--- src/rtc_event_pkg.sv ---
// package: register map, field positions and timing constants for the
// alarm, watchdog and countdown timer logic
// assumes a 200 MHz system clock that stands in for the oscillator chain
package rtc_event_pkg;
    localparam logic [7:0] WATCHDOG_TIMEOUT_ADDR  = 8'h09;
    localparam logic [7:0] ALARM1_BASE_ADDR       = 8'h0a;
    localparam logic [7:0] EVENT_FLAGS_ADDR       = 8'h0f;
    localparam logic [7:0] COUNTDOWN_VALUE_ADDR   = 8'h10;
    localparam logic [7:0] COUNTDOWN_CONTROL_ADDR = 8'h11;
    localparam logic [7:0] ALARM_CONFIG_ADDR      = 8'h13;
    localparam logic [7:0] ALARM2_BASE_ADDR       = 8'h14;
    localparam int         ALARM_BYTES            = 5;

    // flags register bit positions
    localparam int FLAG_WATCHDOG  = 7;
    localparam int FLAG_ALARM1    = 6;
    localparam int FLAG_ALARM2    = 5;
    localparam int FLAG_COUNTDOWN = 3;
    // countdown control bit positions
    localparam int CTRL_ENABLE    = 7;
    localparam int CTRL_PULSE     = 6;
    localparam int CTRL_IRQ_EN    = 5;
    localparam int CTRL_SEL_HI    = 1;
    localparam int CTRL_SEL_LO    = 0;
    localparam logic [7:0] CTRL_WRITE_MASK = 8'he3;
    localparam int CFG_ALARM2_EN  = 1;
    localparam logic [7:0] WATCHDOG_LOW_MASK = 8'h7f;

    // repeat codes
    localparam logic [4:0] RPT_SECOND = 5'h1f;
    localparam logic [4:0] RPT_MINUTE = 5'h1e;
    localparam logic [4:0] RPT_HOUR   = 5'h1c;
    localparam logic [4:0] RPT_DAY    = 5'h0c;
    localparam logic [4:0] RPT_MONTH  = 5'h10;
    localparam logic [4:0] RPT_YEAR   = 5'h00;

    // timing
    localparam longint CLK_HZ      = 200000000;
    localparam longint TICK_HZ     = 8192;
    localparam int     TICK_CYCLES = int'(CLK_HZ / TICK_HZ);
    // counts of 8192 Hz ticks
    localparam logic [18:0] TICKS_4096HZ  = 19'h00002;
    localparam logic [18:0] TICKS_64HZ    = 19'h00080;
    localparam logic [18:0] TICKS_1HZ     = 19'h02000;
    localparam logic [18:0] TICKS_60S     = 19'h78000;
    localparam logic [18:0] TICKS_64TH    = 19'h00080;
    localparam logic [15:0] WD_16TH_TICKS = 16'h0200;
    localparam logic [15:0] WD_4TH_TICKS  = 16'h0800;
    localparam logic [15:0] WD_1S_TICKS   = 16'h2000;
    localparam logic [15:0] WD_4S_TICKS   = 16'h8000;

    typedef enum logic [1:0] {SEL_4096, SEL_64, SEL_1, SEL_60S} source_sel_t;
endpackage : rtc_event_pkg

--- src/alarm_store_if.sv ---
// interface: register write path and readback between the top and the alarm store
// assumes one clock domain
`timescale 1ns/1ps
`default_nettype none
interface alarm_store_if;
    logic       wrEn;
    logic [3:0] wrIdx;
    logic [7:0] wrData;
    logic [3:0] rdIdx;
    logic [7:0] rdData;
    logic [39:0] alarm1;
    logic [39:0] alarm2;
    modport host  (output wrEn, output wrIdx, output wrData, output rdIdx,
                   input rdData, input alarm1, input alarm2);
    modport store (input wrEn, input wrIdx, input wrData, input rdIdx,
                   output rdData, output alarm1, output alarm2);
endinterface : alarm_store_if
`default_nettype wire

--- src/alarm_store.sv ---
// alarm store: ten setting bytes, two alarms of five bytes each
// assumes indices 0..4 for the first alarm, 5..9 for the second
`timescale 1ns/1ps
`default_nettype none
module alarm_store (
    input  wire logic    ref_clk,
    input  wire logic    nrst,
    alarm_store_if.store bus
);
    import rtc_event_pkg::*;
    logic [7:0] mem [0:9];
    logic [7:0] rdData;
    assign bus.rdData = rdData;
    assign bus.alarm1 = {mem[4], mem[3], mem[2], mem[1], mem[0]};
    assign bus.alarm2 = {mem[9], mem[8], mem[7], mem[6], mem[5]};
    always_ff @(posedge ref_clk)
    begin
        if (!nrst)
        begin
            for (int i = 0; i < 10; i++)
                mem[i] <= 8'h00;
            rdData <= 8'h00;
        end
        else
        begin
            if (bus.wrEn && bus.wrIdx < 4'ha)
                mem[bus.wrIdx] <= bus.wrData;
            rdData <= (bus.rdIdx < 4'ha) ? mem[bus.rdIdx] : 8'h00;
        end
    end
endmodule : alarm_store
`default_nettype wire

--- src/tick_divider.sv ---
// divider: one-cycle 8192 Hz enable pulse from the system clock
// assumes one clock only
`timescale 1ns/1ps
`default_nettype none
module tick_divider (
    input  wire logic ref_clk,
    input  wire logic nrst,
    output logic      tick
);
    import rtc_event_pkg::*;
    localparam logic [15:0] LAST = 16'(TICK_CYCLES - 1);
    logic [15:0] count;
    always_ff @(posedge ref_clk)
    begin
        if (!nrst)
        begin
            count <= 16'h0000;
            tick  <= 1'b0;
        end
        else
        begin
            tick  <= (count == LAST);
            count <= (count == LAST) ? 16'h0000 : count + 16'h0001;
        end
    end
endmodule : tick_divider
`default_nettype wire

--- src/alarm_watchdog_countdown_timer.sv ---
// top: alarms, watchdog and countdown timer with a shared interrupt pin
// assumes register accesses arrive as one-cycle strobes from the serial port
// Function
// - two alarm setting blocks, five bytes each, configured independently
// - five repeat bits pick second/minute/hour/day/month/year matching
// - a matching alarm sets its flag
// - first alarm drives the interrupt when its enable is set
// - pointer resting on flags address holds off alarm flag setting
// - reading flags clears alarm flags and, outside backup mode, releases alarm interrupt
// - backup enable lets alarm interrupt assert in backup mode, held until a flags read after backup ends
// - second alarm enable makes the upper bytes an alarm, off at reset
// - second alarm only sets its flag, never the interrupt
// - watchdog timeout is multiplier times resolution
// - watchdog expiry sets its flag and interrupt
// - any watchdog write restarts the timeout
// - writing low seven watchdog bits releases interrupt; zero disables
// - flags read clears watchdog flag, leaves its interrupt; reset disables
// - timer counts down to one, reloads and sets its flag
// - value writes set reload, and the count too only while it is zero; reads return live count
// - timer stops when disabled or reload is zero, resumes on enable
// - level mode holds interrupt while flag set and enabled
// - clearing enable releases output; re-enable reasserts at once
// - pulse mode: low one source cycle per reload at 4096/64 Hz, 1/64 s at 1 and 1/60 Hz, independent of flag
// - pulse mode n=1 at fast sources: low half a source period
// - source select picks 4096, 64, 1 or 1/60 Hz
`timescale 1ns/1ps
`default_nettype none
module alarm_watchdog_countdown_timer (
    input  wire logic  ref_clk,
    input  wire logic  nrst,
    input  wire logic  regWrite,
    input  wire logic  regRead,
    input  wire logic [7:0] regAddr,
    input  wire logic [7:0] regWdata,
    output logic [7:0] regRdata,
    input  wire logic [7:0] pointerAddr,
    input  wire logic [39:0] clockFields,
    input  wire logic  secondTick,
    input  wire logic  backupMode,
    input  wire logic  powerDown,
    input  wire logic  firstAlarmIrqEnable,
    input  wire logic  alarmInBackupEnable,
    input  wire logic  watchdogIrqEnable,
    output logic       sharedInterruptOut_n,
    output logic       sharedInterruptOe
);
    import rtc_event_pkg::*;

    // clockFields byte order matches alarm bytes: month,date,hour,min,sec
    function automatic logic alarmMatch(input logic [39:0] s, input logic [39:0] c);
        logic [4:0] rpt;
        logic [4:0] need;
        rpt  = {s[39], s[31], s[23], s[15], s[7]};
        case (rpt)
            RPT_MINUTE: need = 5'h01;
            RPT_HOUR:   need = 5'h03;
            RPT_DAY:    need = 5'h07;
            RPT_MONTH:  need = 5'h0f;
            RPT_YEAR:   need = 5'h1f;
            default:    need = 5'h00;
        endcase
        alarmMatch = ((need[0] == 1'b0) || (s[6:0] == c[6:0]))
                  && ((need[1] == 1'b0) || (s[14:8] == c[14:8]))
                  && ((need[2] == 1'b0) || (s[22:16] == c[22:16]))
                  && ((need[3] == 1'b0) || (s[29:24] == c[29:24]))
                  && ((need[4] == 1'b0) || (s[36:32] == c[36:32]));
    endfunction : alarmMatch

    alarm_store_if store ();
    logic tick;
    tick_divider u_div (.ref_clk(ref_clk), .nrst(nrst), .tick(tick));
    alarm_store u_store (.ref_clk(ref_clk), .nrst(nrst), .bus(store.store));

    logic [7:0] watchdogTimeout;
    logic [7:0] countdownValue;
    logic [7:0] countdownReload;
    logic [7:0] countdownControl;
    logic [7:0] alarmConfig;
    logic       firstAlarmFlag;
    logic       secondAlarmFlag;
    logic       watchdogFlag;
    logic       countdownFlag;
    logic       alarmIrq;
    logic       watchdogIrq;
    logic [19:0] wdCount;
    logic [18:0] srcCount;
    logic [18:0] lowCount;
    logic        pulseLow;
    logic        rdFromStore;
    logic [7:0]  localRdata;
    logic        secondSeen;

    // decode
    wire inAlarm1 = regAddr >= ALARM1_BASE_ADDR && regAddr < EVENT_FLAGS_ADDR;
    wire inAlarm2 = regAddr >= ALARM2_BASE_ADDR
                 && regAddr < ALARM2_BASE_ADDR + 8'(ALARM_BYTES);
    wire [7:0] storeOff = inAlarm1 ? regAddr - ALARM1_BASE_ADDR
                                   : regAddr - ALARM2_BASE_ADDR + 8'(ALARM_BYTES);
    assign store.wrEn   = regWrite && (inAlarm1 || inAlarm2);
    assign store.wrIdx  = storeOff[3:0];
    assign store.wrData = regWdata;
    assign store.rdIdx  = storeOff[3:0];
    wire wdWrite    = regWrite && regAddr == WATCHDOG_TIMEOUT_ADDR;
    wire flagsRead  = regRead && regAddr == EVENT_FLAGS_ADDR;
    wire valueWrite = regWrite && regAddr == COUNTDOWN_VALUE_ADDR;
    wire ctrlWrite  = regWrite && regAddr == COUNTDOWN_CONTROL_ADDR;
    wire cfgWrite   = regWrite && regAddr == ALARM_CONFIG_ADDR;

    // alarm evaluation once per second, held off while pointer rests on flags
    wire pointerOnFlags = pointerAddr == EVENT_FLAGS_ADDR;
    wire alarm1Hit = secondSeen && !pointerOnFlags
                  && alarmMatch(store.alarm1, clockFields);
    wire alarm2Hit = secondSeen && !pointerOnFlags && alarmConfig[CFG_ALARM2_EN]
                  && alarmMatch(store.alarm2, clockFields);
    wire alarm1IrqSet = alarm1Hit && firstAlarmIrqEnable
                     && (!backupMode || alarmInBackupEnable);
    // backup-mode interrupt is not released by a read until supply returns
    wire alarmRelease = flagsRead && !backupMode;

    // watchdog
    wire [4:0] wdMult = watchdogTimeout[6:2];
    wire [1:0] wdRes  = watchdogTimeout[1:0];
    wire [15:0] wdUnit = wdRes == 2'b00 ? WD_16TH_TICKS :
                         wdRes == 2'b01 ? WD_4TH_TICKS :
                         wdRes == 2'b10 ? WD_1S_TICKS : WD_4S_TICKS;
    wire [19:0] wdLimit = 20'(wdMult * wdUnit);
    wire wdArmed  = wdMult != 5'h00;
    wire wdExpire = wdArmed && tick && wdCount + 20'h00001 >= wdLimit;

    // countdown timer
    source_sel_t srcSel;
    assign srcSel = source_sel_t'({countdownControl[CTRL_SEL_HI],
                                   countdownControl[CTRL_SEL_LO]});
    wire [18:0] srcPeriod = srcSel == SEL_4096 ? TICKS_4096HZ :
                            srcSel == SEL_64   ? TICKS_64HZ :
                            srcSel == SEL_1    ? TICKS_1HZ : TICKS_60S;
    wire running = countdownControl[CTRL_ENABLE] && countdownReload != 8'h00;
    wire srcTick = running && tick && srcCount + 19'h00001 >= srcPeriod;
    wire reload  = srcTick && countdownValue <= 8'h01;
    wire fastSrc = srcSel == SEL_4096 || srcSel == SEL_64;
    wire [18:0] lowTicks = (countdownReload == 8'h01 && fastSrc)
                         ? (srcPeriod >> 1)
                         : (fastSrc ? srcPeriod : TICKS_64TH);
    wire pulseMode = countdownControl[CTRL_PULSE];
    wire timerIrq  = countdownControl[CTRL_IRQ_EN]
                  && (pulseMode ? pulseLow : countdownFlag);

    // interrupt pin: open drain, driven only while low
    wire anyIrq = alarmIrq || (watchdogIrq && watchdogIrqEnable) || timerIrq;
    assign sharedInterruptOut_n = 1'b0;
    assign sharedInterruptOe    = anyIrq;

    wire [7:0] flagsView = {watchdogFlag, firstAlarmFlag, secondAlarmFlag, 1'b0,
                            countdownFlag, 3'b000};
    wire [7:0] next_localRdata =
        regAddr == WATCHDOG_TIMEOUT_ADDR  ? watchdogTimeout :
        regAddr == EVENT_FLAGS_ADDR       ? flagsView :
        regAddr == COUNTDOWN_VALUE_ADDR   ? countdownValue :
        regAddr == COUNTDOWN_CONTROL_ADDR ? countdownControl :
        regAddr == ALARM_CONFIG_ADDR      ? alarmConfig : 8'h00;
    assign regRdata = rdFromStore ? store.rdData : localRdata;

    always_ff @(posedge ref_clk)
    begin
        if (!nrst)
        begin
            localRdata  <= 8'h00;
            rdFromStore <= 1'b0;
            secondSeen  <= 1'b0;
        end
        else
        begin
            localRdata  <= next_localRdata;
            rdFromStore <= inAlarm1 || inAlarm2;
            secondSeen  <= secondTick;
        end
    end

    // alarm flags: set wins over the clearing read
    always_ff @(posedge ref_clk)
    begin
        if (!nrst)
        begin
            firstAlarmFlag  <= 1'b0;
            secondAlarmFlag <= 1'b0;
            alarmIrq        <= 1'b0;
            alarmConfig     <= 8'h00;
        end
        else
        begin
            if (cfgWrite)
                alarmConfig <= regWdata;
            firstAlarmFlag  <= alarm1Hit || (firstAlarmFlag && !flagsRead);
            secondAlarmFlag <= alarm2Hit || (secondAlarmFlag && !flagsRead);
            alarmIrq        <= alarm1IrqSet || (alarmIrq && !alarmRelease);
        end
    end

    // watchdog
    always_ff @(posedge ref_clk)
    begin
        if (!nrst)
        begin
            watchdogTimeout <= 8'h00;
            wdCount         <= 20'h00000;
            watchdogFlag    <= 1'b0;
            watchdogIrq     <= 1'b0;
        end
        else
        begin
            if (wdWrite)
            begin
                watchdogTimeout <= regWdata;
                wdCount         <= 20'h00000;
            end
            else if (wdExpire)
                wdCount <= 20'h00000;
            else if (wdArmed && tick)
                wdCount <= wdCount + 20'h00001;
            watchdogFlag <= wdExpire || (watchdogFlag && !flagsRead);
            // a low seven bit write releases; expiry in the same cycle wins
            watchdogIrq <= wdExpire || (watchdogIrq && !wdWrite);
        end
    end

    // countdown timer
    always_ff @(posedge ref_clk)
    begin
        if (!nrst)
        begin
            countdownValue   <= 8'h00;
            countdownReload  <= 8'h00;
            countdownControl <= 8'h00;
            countdownFlag    <= 1'b0;
            srcCount         <= 19'h00000;
            lowCount         <= 19'h00000;
            pulseLow         <= 1'b0;
        end
        else
        begin
            if (valueWrite)
            begin
                countdownReload <= regWdata;
                if (countdownValue == 8'h00)
                    countdownValue <= regWdata;
            end
            else if (srcTick)
                countdownValue <= reload ? countdownReload : countdownValue - 8'h01;
            if (powerDown)
                countdownControl[CTRL_ENABLE] <= 1'b0;
            else if (ctrlWrite)
                countdownControl <= regWdata & CTRL_WRITE_MASK;
            if (srcTick)
                srcCount <= 19'h00000;
            else if (running && tick)
                srcCount <= srcCount + 19'h00001;
            countdownFlag <= reload || (countdownFlag && !flagsRead);
            if (reload)
            begin
                pulseLow <= 1'b1;
                lowCount <= 19'h00000;
            end
            else if (pulseLow && tick)
            begin
                lowCount <= lowCount + 19'h00001;
                if (lowCount + 19'h00001 >= lowTicks)
                    pulseLow <= 1'b0;
            end
        end
    end
endmodule : alarm_watchdog_countdown_timer
`default_nettype wire

--- config.mk ---
export PLATFORM = sky130hd
export DESIGN_NAME = alarm_watchdog_countdown_timer
export DESIGN_NICKNAME = d
export VERILOG_FILES = /design/src/rtc_event_pkg.sv /design/src/alarm_store_if.sv /design/src/alarm_store.sv /design/src/tick_divider.sv /design/src/alarm_watchdog_countdown_timer.sv
export SDC_FILE = /design/constraint.sdc
export NUM_CORES = 1
export LEC_CHECK = 0
export ABC_AREA = 1
export BUFFER_PORTS_ARGS = -buffer_cell sky130_fd_sc_hd__buf_2
export CORE_ASPECT_RATIO = 0.9
export CORE_MARGIN = 3
export CORE_UTILIZATION = 61
export CTS_CLUSTER_DIAMETER = 40
export DETAILED_ROUTE_END_ITERATION = 8
export HOLD_SLACK_MARGIN = 0.02
export PLACE_DENSITY = 0.8
export SLEW_MARGIN = 10
export SYNTH_ARGS = -nofsm -noshare
export SYNTH_HDL_FRONTEND = slang
export SYNTH_SLANG_ARGS = --single-unit
--- constraint.sdc ---
create_clock -name ref_clk -period 4.69 [get_ports ref_clk]
set_input_delay 1.407 -clock ref_clk [delete_from_list [all_inputs] [get_ports ref_clk]]
set_output_delay 1.407 -clock ref_clk [all_outputs]
set_load 0.01 [all_outputs]
# [Word-level counts from Yosys, hierarchy flattened]
# Memories as Yosys holds them, arrays and structs flattened. A register that Yosys moved wholly into a read port is not among the register bits.
# Cells that the tools add are included.
[word_totals] reg_bits=129 mem_bits_rw=80 elab_cells=202 n_memories=1
[classes] addsub=8 mul=1 n_lt_le_gt_ge=9 n_eq_ne=31 n_mux=32 n_bitwise=12 reduce_logical=87
[mem_list] name="u_store.mem" depth=10 word_bits=8 read_ports=11 rd_ports_with_merged_regs=1 write_ports=10 line_no="alarm_store.sv:11" source="logic [7:0] mem [0:9];"
[ops] cell="19-bit two-way mux" count=5
[ops] cell="8-bit two-way mux" count=11
[ops] cell="5-bit case mux with 5 select lines" count=2
[ops] cell="16-bit two-way mux" count=3
[ops] cell="7-bit equality test" count=6
[ops] cell="1-bit logical AND" count=40
[ops] cell="19-bit by 1-bit adder with 19-bit output (second input constant)" count=2
[ops] cell="19-bit >= comparator" count=2
[ops] cell="5-bit equality test (second input constant)" count=6
[ops] cell="8-bit by 4-bit equality test with 1-bit output (second input constant)" count=3
[ops] cell="8-bit by 5-bit equality test with 1-bit output (second input constant)" count=3
[ops] cell="1-bit logical OR" count=21
[ops] cell="20-bit by 1-bit adder with 20-bit output (second input constant)" count=1
[ops] cell="20-bit >= comparator" count=1
[ops] cell="5-bit by 16-bit multiplier with 20-bit output" count=1
[ops] cell="16-bit by 1-bit adder with 16-bit output (second input constant)" count=1
[ops] cell="16-bit by 15-bit equality test with 1-bit output (second input constant)" count=1
[ops] cell="6-bit equality test" count=2
[ops] cell="1-bit inverter" count=12
[ops] cell="5-bit by 4-bit equality test with 1-bit output (second input constant)" count=2
[ops] cell="5-bit equality test" count=2
[ops] cell="5-bit logical NOT" count=2
[ops] cell="1-bit two-way mux" count=9
[ops] cell="8-bit by 1-bit equality test with 1-bit output (second input constant)" count=1
[ops] cell="other kinds (24)" count=41

# [Logic depth before layout (Yosys ltp)]
# Gate-level depths: netlist (run 1).
# An unclocked memory read counts as a cell.
[depth] word_depth=13 depth_mapped=24 mapped_depth_nobuf=23

# [Hierarchy]
# Synthesis (run 1) repeated with hierarchy kept, for this count alone.
[unflattened] hier_cells=1878 area_unflattened_um2=13555.5
[by_module_without_submodules] mod="alarm_watchdog_countdown_timer" instances=1 cells_per_inst=1292 area_per_inst_um2=8575.7 seq_area_each_um2=2242.2
[by_module_without_submodules] mod="alarm_store" instances=1 cells_per_inst=447 area_per_inst_um2=4055.1 seq_area_each_um2=2562.5
[by_module_without_submodules] mod="tick_divider" instances=1 cells_per_inst=139 area_per_inst_um2=924.6 seq_area_each_um2=340.3

# [Worst setup path before layout (run 1)]
# OpenSTA, ideal clock, no wires.
[synth_timing] kind="reg-to-reg" startpoint="register watchdogTimeout[0]" endpoint="register wdCount[18]" setup_ps=117 t_arrival_ps=3477 t_required_ps=4573 slack_ps=1096 stages_incl_launch_ff=24 n_path_buf=1 synth_period_minus_slack_ps=3594 cell_sequence="dfxtp_1 -> inv_1 -> nor2_1 -> inv_1 -> nor2_1 -> ha_1 -> inv_1 -> fa_1 -> fa_1 -> inv_1 -> ha_1 -> nand3b_1 -> nand2_1 -> a31oi_1 -> xor2_1 -> ha_1 -> nand4_1 -> nor3_1 -> nand4_1 -> nand3_1 -> nand2_1 -> nand3_1 -> buf_2 -> nor2_1"
[synth_between] elab_chain_len=8 word_cells_on_any_way=10 cone_classes="mul: 1; order compare: 1; eq/ne: 2; mux: 3; reduce/logical: 3"
[synth_rtl] element="from (decl)" line_no="alarm_watchdog_countdown_timer.sv:74" source="logic [7:0] watchdogTimeout;"
[synth_rtl] element="from (signal assigned)" line_no="alarm_watchdog_countdown_timer.sv:213" source="watchdogTimeout <= regWdata;"
[synth_rtl] element="2-bit equality test" line_no="alarm_watchdog_countdown_timer.sv:125" source="wdRes == 2'b10 ? WD_1S_TICKS : WD_4S_TICKS;"
[synth_rtl] element="16-bit two-way mux" line_no="alarm_watchdog_countdown_timer.sv:125"
[synth_rtl] element="16-bit two-way mux" line_no="alarm_watchdog_countdown_timer.sv:124" source="wdRes == 2'b01 ? WD_4TH_TICKS :"
[synth_rtl] element="16-bit two-way mux (*)" line_no="alarm_watchdog_countdown_timer.sv:123" source="wire [15:0] wdUnit = wdRes == 2'b00 ? WD_16TH_TICKS :"
[synth_rtl] element="5-bit by 16-bit multiplier with 20-bit output (*)" line_no="alarm_watchdog_countdown_timer.sv:126" source="wire [19:0] wdLimit = 20'(wdMult * wdUnit);"
[synth_rtl] element="20-bit >= comparator (*)" line_no="alarm_watchdog_countdown_timer.sv:128" source="wire wdExpire = wdArmed && tick && wdCount + 20'h00001 >= wdLimit;"
[synth_rtl] element="1-bit logical AND (*)" line_no="alarm_watchdog_countdown_timer.sv:128"
[synth_rtl] element="3-bit OR reduction (no source line) (*)"
[synth_rtl] element="to (signal assigned)" line_no="alarm_watchdog_countdown_timer.sv:219" source="wdCount <= wdCount + 20'h00001;"
[synth_rtl] element="to (decl)" line_no="alarm_watchdog_countdown_timer.sv:85" source="logic [19:0] wdCount;"
# Every way passes the cells marked *; elsewhere a longest branch is shown, timed or not.
# A chain may end at the register's enable or synchronous reset.

# [Worst setup path in the final report (run 1)]
[layout_timing] startpoint="register watchdogTimeout[0]" endpoint="register wdCount[15]"
# The elaborated chain is that of the path after synthesis.

==> summary.txt, run 1 <==
Outcome - finished, final reports clean
Yosys Warn Count - 0
CTS tree - built
ANT nets after route - 0
GP Congestion - 0.956
Max Freq - 0.240 GHz
Worst-Skew Late Latency - 550 ps
Placement Setup Slack - 432 ps
Wirelength per Cell - 16.5 um
CP delay by family, top - adder cells
RSZ-0062 raised after global routing - false
First-pass GRT wire length - 55400 um
Mapped Area - 13200 um^2
Worst vdd ir - 0.000283 V
CTS resizes - 0
Tmin final - 4170 ps
Share of flip-flops with an asynchronous set or reset - 0%
Vias/cell - 5.72
Worst EP arrival - 4590 ps
FF-to-FF Start - watchdogTimeout[0]
Final core occ - 70.5%
Ports - 84
Worst setup endpoint - wdCount[15]
Required @ worst endpoint - 5110 ps
Dpl hpwl - 25300 um
Worst path most repeated cell - inv_1
Largest net degree at the start of global routing - 53
Fill cells - 1720
Clk buf depth - 3
Layout cell share with drive strength beyond 1 - 11.7%
Vias post-DR - 12021
Crit path from - watchdogTimeout[0]
Kind of critical path - register to register
PnR worst setup slack - 521 ps
Synth cell types - 65
Slew margin rel. - 41.9%
# Max-Cap Violations - 0
H-tree depth - 1
Setup crit start kind - register
Initial antenna violation count - 2
CORE AREA - 21000 um^2
Layout Nets - 1927
CTS Hold Bufs - 0
Commonest cells after routing, fill and taps aside - 296 x nand2_1, 280 x nor2_1, 202 x inv_1
Commonest non-fill, non-tap cell in the layout - nand2_1
Reg area - 5140 um^2
Row Count - 50
CTS Buf Count - 29
Drt drc - 0
Total global-route track usage - 28.8%
Reg2Reg Depth - 23
Fin. max-slew vios - 0
Die X - 161 um
Slowest cell on crit path - fa_1
Buf/Inv on CP - 5
Routed Wire Length - 34700 um
Period utilization - 88.9%
Total grt overflow - 0
Root buffer cell - clkbuf_16
Non-Filler Instances - 2102
Chip height - 146 um
Cells after synthesis - 1717
DRT Pass-1 Iters - 6
Seq cells post-synth - 217
# setup viols final - 0
R2R Setup Slk - 520 ps
Mean area per synthesized cell - 7.69 um^2
Pleak - 6.10 nW
Final TNS setup - 0 ps
Post-CTS setup buffers - 0
DRT iter0 DRCs - 1333
Vias in the first global route - 11157
Register area share after synthesis - 39.0%
PD cells - 316 nW/um^2
Worst Skew - 18.4 ps
Clock slew at the register clock pins of the worst setup and hold paths - 60 ps
Critical path fanouts, max - 20
Placed cells - 2048
Final hold vios - 0
Starting density of the core - 62.8%
Crit. path cell count - 23
Syn-to-layout area delta - 12.3%
Top FF cell, synth - dfxtp_1
RR Endpoint - wdCount[15]
Post-synth EDFFs - 80
Slew @ Worst Pin - 868 ps
# clock sinks - 217
HP Class - register to register
Cell Chain, Critical Path - inv_1, nor2_1, inv_1, nor2_1, ha_1, inv_1, fa_1, fa_1, inv_1, ha_1, nand3b_1, nand2_1, a31oi_1, xor2_1, ha_1, nand4_1, nor3_1, nand4_1, nand3_1, nand2_1, nand3_1, buf_4, nor2_1
Worst setup EP type - register
Hold_sp - firstAlarmFlag
Die footprint - 23400 um^2
Max stage delay on crit path - 410 ps
Multi-input logic area - 7040 um^2
IO buf count - 74
-- synth_stat cells, types with 8 or more instances --
| library cell | instances | area, um^2 |
|---|---|---|
| mux2_2 | 8 | 90.1 |
| clkbuf_1 | 28 | 105 |
| xnor2_1 | 26 | 228 |
| nand4_1 | 35 | 219 |
| nand2_2 | 11 | 68.8 |
| nor3_1 | 25 | 125 |
| inv_1 | 202 | 758 |
| a21oi_2 | 8 | 70.1 |
| dfxtp_1 | 137 | 2740 |
| nor2_1 | 280 | 1050 |
| nand3_1 | 63 | 315 |
| nand2_1 | 296 | 1110 |
| xor2_1 | 76 | 666 |
| nor4_1 | 13 | 81.3 |
| o221ai_1 | 11 | 96.3 |
| inv_2 | 10 | 37.5 |
| a211oi_1 | 23 | 173 |
| o21ai_0 | 92 | 460 |
| nand3b_1 | 8 | 60.1 |
| o211ai_1 | 24 | 180 |
| ha_1 | 56 | 701 |
| edfxtp_1 | 80 | 2400 |
| a21oi_1 | 96 | 480 |
-- state kept, by name, summed over array words and instances, names as in the netlist --
signal              flops
watchdogTimeout         8
srcCount               19
secondSeen              1
alarmConfig             8
firstAlarmFlag          1
rdFromStore             1
alarmIrq                1
countdownControl        5
pulseLow                1
countdownReload         8
countdownValue          8
countdownFlag           1
localRdata              8
u_store.mem            80
u_div.tick              1
watchdogIrq             1
secondAlarmFlag         1
lowCount               19
u_div.count            16
wdCount                20
watchdogFlag            1
u_store.bus.rdData      8
-- per-layer routing --
layer | wire, um | global-route usage, %
met5 | 13 | 0
met4 | 811 | 7.14
met3 | 4000 | 7.51
met2 | 15000 | 44.1
met1 | 14900 | 41.0
-- power breakdown --
| group | internal, W | switching [W] | leakage [nW] | total (W) |
|---|---|---|---|---|
| logic | 0.000108 | 0.000208 | 3.74 | 0.000316 |
| clock network | 0.00143 | 0.000896 | 0.495 | 0.00233 |
| registers | 0.00200 | 0.0000405 | 1.86 | 0.00204 |
| total | 0.00354 | 0.00114 | 6.10 | 0.00468 |
-- worst min-delay path by stage --
stage	cells past startpoint	slack, ps	to
4_1_cts	2	460	alarmConfig[3]
2_1_floorplan	2	420	alarmConfig[0]
6_report	2	460	firstAlarmFlag
5_1_grt	2	480	alarmConfig[3]
3_3_place_gp	2	440	alarmConfig[6]
3_5_place_dp	2	450	alarmConfig[3]
-- cells by family (layout without fill, tap and decap cells) --
kind of cell / Yosys count / after routing / share of synthesized area (%)
compound gates: 292 / 292 / 13.5
xor+xnor: 102 / 102 / 6.77
fa+ha+maj: 60 / 60 / 5.92
buf+inv: 260 / 352 / 7.79
flops: 217 / 217 / 39.0
mux: 10 / 10 / 0.834
other cells: 2 / 9 / 0.0569
simple gates: 774 / 774 / 26.1
-- cell type report --
class / count / area share (%)
multi-input cells: 1246 / 47.5
flip-flops and latches: 217 / 34.7
inverters: 215 / 5.44
clock buffers: 32 / 4.97
repair buffers: 84 / 3.01
well taps: 286 / 2.41
clock inverters: 21 / 1.91
diodes: 1 / 0.0169
-- through the flow --
step | instance area [um^2] | power [W] | hold slack (ps)
after floorplan | 13200 | 0.00227 | 425
after global placement | 13800 | 0.00237 | 438
after detailed placement | 13800 | 0.00238 | 447
after CTS | 14800 | 0.00469 | 456
after global routing | 14800 | 0.00482 | 477
final | 14800 | 0.00468 | 461
-- worst reg2reg max path: stages, from the launching register on --
cell      delay [ps]
dfxtp_1          400
inv_1             90
nor2_1           190
inv_1            120
nor2_1           120
ha_1             150
inv_1             50
fa_1             410
fa_1             400
inv_1             60
ha_1             240
nand3b_1         100
nand2_1           80
a31oi_1          160
xor2_1           100
ha_1             310
nand4_1          130
nor3_1           220
nand4_1          130
nand3_1          130
nand2_1           50
nand3_1           80
buf_4            260
nor2_1            70
Note: power is estimated with default switching activity, not from simulation.
==> run 2, diff against run 1 <==
--- a/config.mk
+++ b/config.mk
@@ -5,15 +5,14 @@
 export SDC_FILE = /design/constraint.sdc
 export NUM_CORES = 1
 export LEC_CHECK = 0
-export ABC_AREA = 1
 export BUFFER_PORTS_ARGS = -buffer_cell sky130_fd_sc_hd__buf_2
 export CORE_ASPECT_RATIO = 0.9
 export CORE_MARGIN = 3
-export CORE_UTILIZATION = 61
+export CORE_UTILIZATION = 64
 export CTS_CLUSTER_DIAMETER = 40
 export DETAILED_ROUTE_END_ITERATION = 8
 export HOLD_SLACK_MARGIN = 0.02
-export PLACE_DENSITY = 0.8
+export PLACE_DENSITY = 0.84
 export SLEW_MARGIN = 10
 export SYNTH_ARGS = -nofsm -noshare
 export SYNTH_HDL_FRONTEND = slang
==> constraint.sdc (replaced) <==
create_clock -name ref_clk -period 5.2 [get_ports ref_clk]
set_input_delay 1.56 -clock ref_clk [delete_from_list [all_inputs] [get_ports ref_clk]]
set_output_delay 1.56 -clock ref_clk [all_outputs]
set_load 0.01 [all_outputs]
==> run 2 against run 1 <==
  * Synthesized cell count is 22% lower
  * First-iteration DRC count decreased by 4.0%
  * Clock power is 12% lower
  * Sequential share of layout area up 2.2 points
  * Wire length fell by 8.0%
  * Synthesized area is 6.5% lower
  * Largest cell class unchanged
==> summary.txt, run 2 <==
Vias in the first global route - 9766
Multi-input logic area - 6850 um^2
Routed Wire Length - 32000 um
Layout Nets - 1549
Vias post-DR - 10382
Mean area per synthesized cell - 9.22 um^2
Row Count - 47
Kind of critical path - register to register
Seq cells post-synth - 217
Die footprint - 21000 um^2
Max reg flops - 80
Yosys Warn Count - 0
Clk buf depth - 3
Drt drc - 0
Worst setup EP type - register
Share of flip-flops with an asynchronous set or reset - 0%
Outcome - finished, final reports clean
GP Congestion - 0.933
Root buffer cell - clkbuf_16
Dpl hpwl - 22600 um
Fill cells - 1299
Leading area contributor after synthesis - dfxtp_1
Required @ worst endpoint - 5660 ps
IO buf count - 74
Wirelength per Cell - 19.0 um
HP Class - register to register
Vias/cell - 6.17
Slew margin rel. - 15.9%
Critical path fanouts, max - 20
Worst vdd ir - 0.000310 V
Pleak - 5.52 nW
CTS Hold Bufs - 0
Clock slew at the register clock pins of the worst setup and hold paths - 60 ps
H-tree depth - 1
Design area - 14000 um^2
Area after DPL - 12900 um^2
Worst-Skew Late Latency - 550 ps
Count leader, synth - nor2_1
# Max-Cap Violations - 0
Largest net degree at the start of global routing - 49
RSZ-0062 raised after global routing - false
Top FF cell, synth - dfxtp_1
Total global-route track usage - 29.6%
DRT Pass-1 Iters - 6
Synth cell types - 70
Fin. max-slew vios - 0
# setup viols final - 0
Post-synth EDFFs - 80
PD cells - 297 nW/um^2
Commonest cells after routing, fill and taps aside - 216 x nor2_1, 144 x nand2_1, 137 x dfxtp_1
CTS resizes - 0
# clock sinks - 217
Max Freq - 0.213 GHz
Final hold vios - 0
CTS tree - built
Post-synth top cells - 216 x nor2_1, 144 x nand2_1, 137 x dfxtp_1
Syn-to-layout area delta - 13.1%
Post-synth top area share - 22.2%
Biggest regs - u_store.mem: 80 flops, wdCount: 20 flops
Period utilization - 90.2%
Hold Slack - 467 ps
Slew @ Worst Pin - 1250 ps
Reg area - 5140 um^2
CTS Buf Count - 30
Cells after synthesis - 1338
Tmin final - 4690 ps
First-pass GRT wire length - 50300 um
Commonest non-fill, non-tap cell in the layout - nor2_1
Hold_sp - watchdogTimeout[7]
Ports - 84
Mapped Area - 12300 um^2
Top cells by area, synth - dfxtp_1 22%, edfxtp_1 19%, xor2_1 7.5%, nor2_1 6.6%, ha_1 5.7%
Worst Skew - 14.8 ps
Chip height - 138 um
Die X - 152 um
CORE AREA - 18600 um^2
Post-CTS setup buffers - 0
Worst EP arrival - 5150 ps
Register area share after synthesis - 41.7%
Setup crit start kind - register
DRT iter0 DRCs - 1280
Starting density of the core - 66.2%
Final TNS setup - 0 ps
ANT nets after route - 0
Layout cell share with drive strength beyond 1 - 12.2%
Initial antenna violation count - 4
Largest register by flop count - u_store.mem
Crit path from - watchdogTimeout[0]
Total grt overflow - 0
FF-to-FF Start - watchdogTimeout[0]
run 2: changes by cell type after synthesis, sizes merged, moves of 29 or more:
cell	delta
xor2	+29
o21ai	-64
nor2	-74
nand2	-165
a21oi	-45
xnor2	+50
inv	-175
run 2: metrics by stage:
| step | total power (W) | cells | util [%] | setup WS, ps |
|---|---|---|---|---|
| final | 0.00415 | 1684 | 74.9 | 509 |
| after global placement | 0.00212 | 1628 | 69.4 | 452 |
| after floorplan | 0.00202 | 1344 | - | 1010 |
| after CTS | 0.00415 | 1683 | 74.8 | 536 |
| after global routing | 0.00424 | 1684 | 74.9 | 217 |
| after detailed placement | 0.00213 | 1628 | 69.4 | 322 |
run 2: path summary, 6_finish.rpt:
| check | to | slack, ps | depth (start not counted) |
|---|---|---|---|
| setup / recovery | wdCount[1] | 510 | 16 |
| hold / removal | watchdogTimeout[7] | 470 | 2 |
| setup reg to reg | wdCount[1] | 510 | 16 |
| hold reg to reg | watchdogTimeout[7] | 470 | 2 |
run 2: report_power, final:
part / switching (W) / internal (W)
Clock: 0.000814 / 0.00123
Sequential: 0.0000360 / 0.00180
Combinational: 0.000159 / 0.000107
Total: 0.00101 / 0.00314
run 2: layout make-up:
type / count / area share (%)
Antenna cell: 1 / 0.0179
Clock buffer: 36 / 5.77
Clock inverter: 19 / 1.52
Inverter: 37 / 0.995
Multi-Input combinational cell: 1038 / 49.1
Sequential cell: 217 / 36.9
Tap cell: 245 / 2.20
Timing Repair Buffer: 91 / 3.57
run 2: logic make-up (layout without fill, tap and decap cells):
| logic type | after synthesis | in the layout | synth area share (%) |
|---|---|---|---|
| muxes | 37 | 37 | 4.97 |
| xor gates and xnor gates | 181 | 181 | 12.9 |
| other | 2 | 9 | 0.0609 |
| and+or+nand+nor | 571 | 571 | 21.2 |
| adders and majority gates | 60 | 60 | 6.33 |
| AOI/OAI and AO/OA | 181 | 181 | 9.81 |
| buffers and inverters | 89 | 183 | 3.00 |
| DFF | 217 | 217 | 41.7 |
run 2: critical path: stages (launching register included):
cell	delay, ps
dfxtp_1	490
nor2b_1	310
and2_1	170
ha_1	140
inv_1	50
fa_1	510
inv_1	50
ha_1	340
a31o_2	240
a31o_2	260
a31oi_1	190
xnor2_1	160
ha_1	270
a211o_1	270
o31a_1	320
nand2b_1	530
a21oi_1	280
run 2: per-layer routing:
layer	up-vias	routed length, um	GRT usage (%)
met5	-	30	0
met4	6	1300	11.2
met3	118	3620	6.34
li1	4828	-	-
met1	4817	12600	40.0
met2	613	14400	47.5
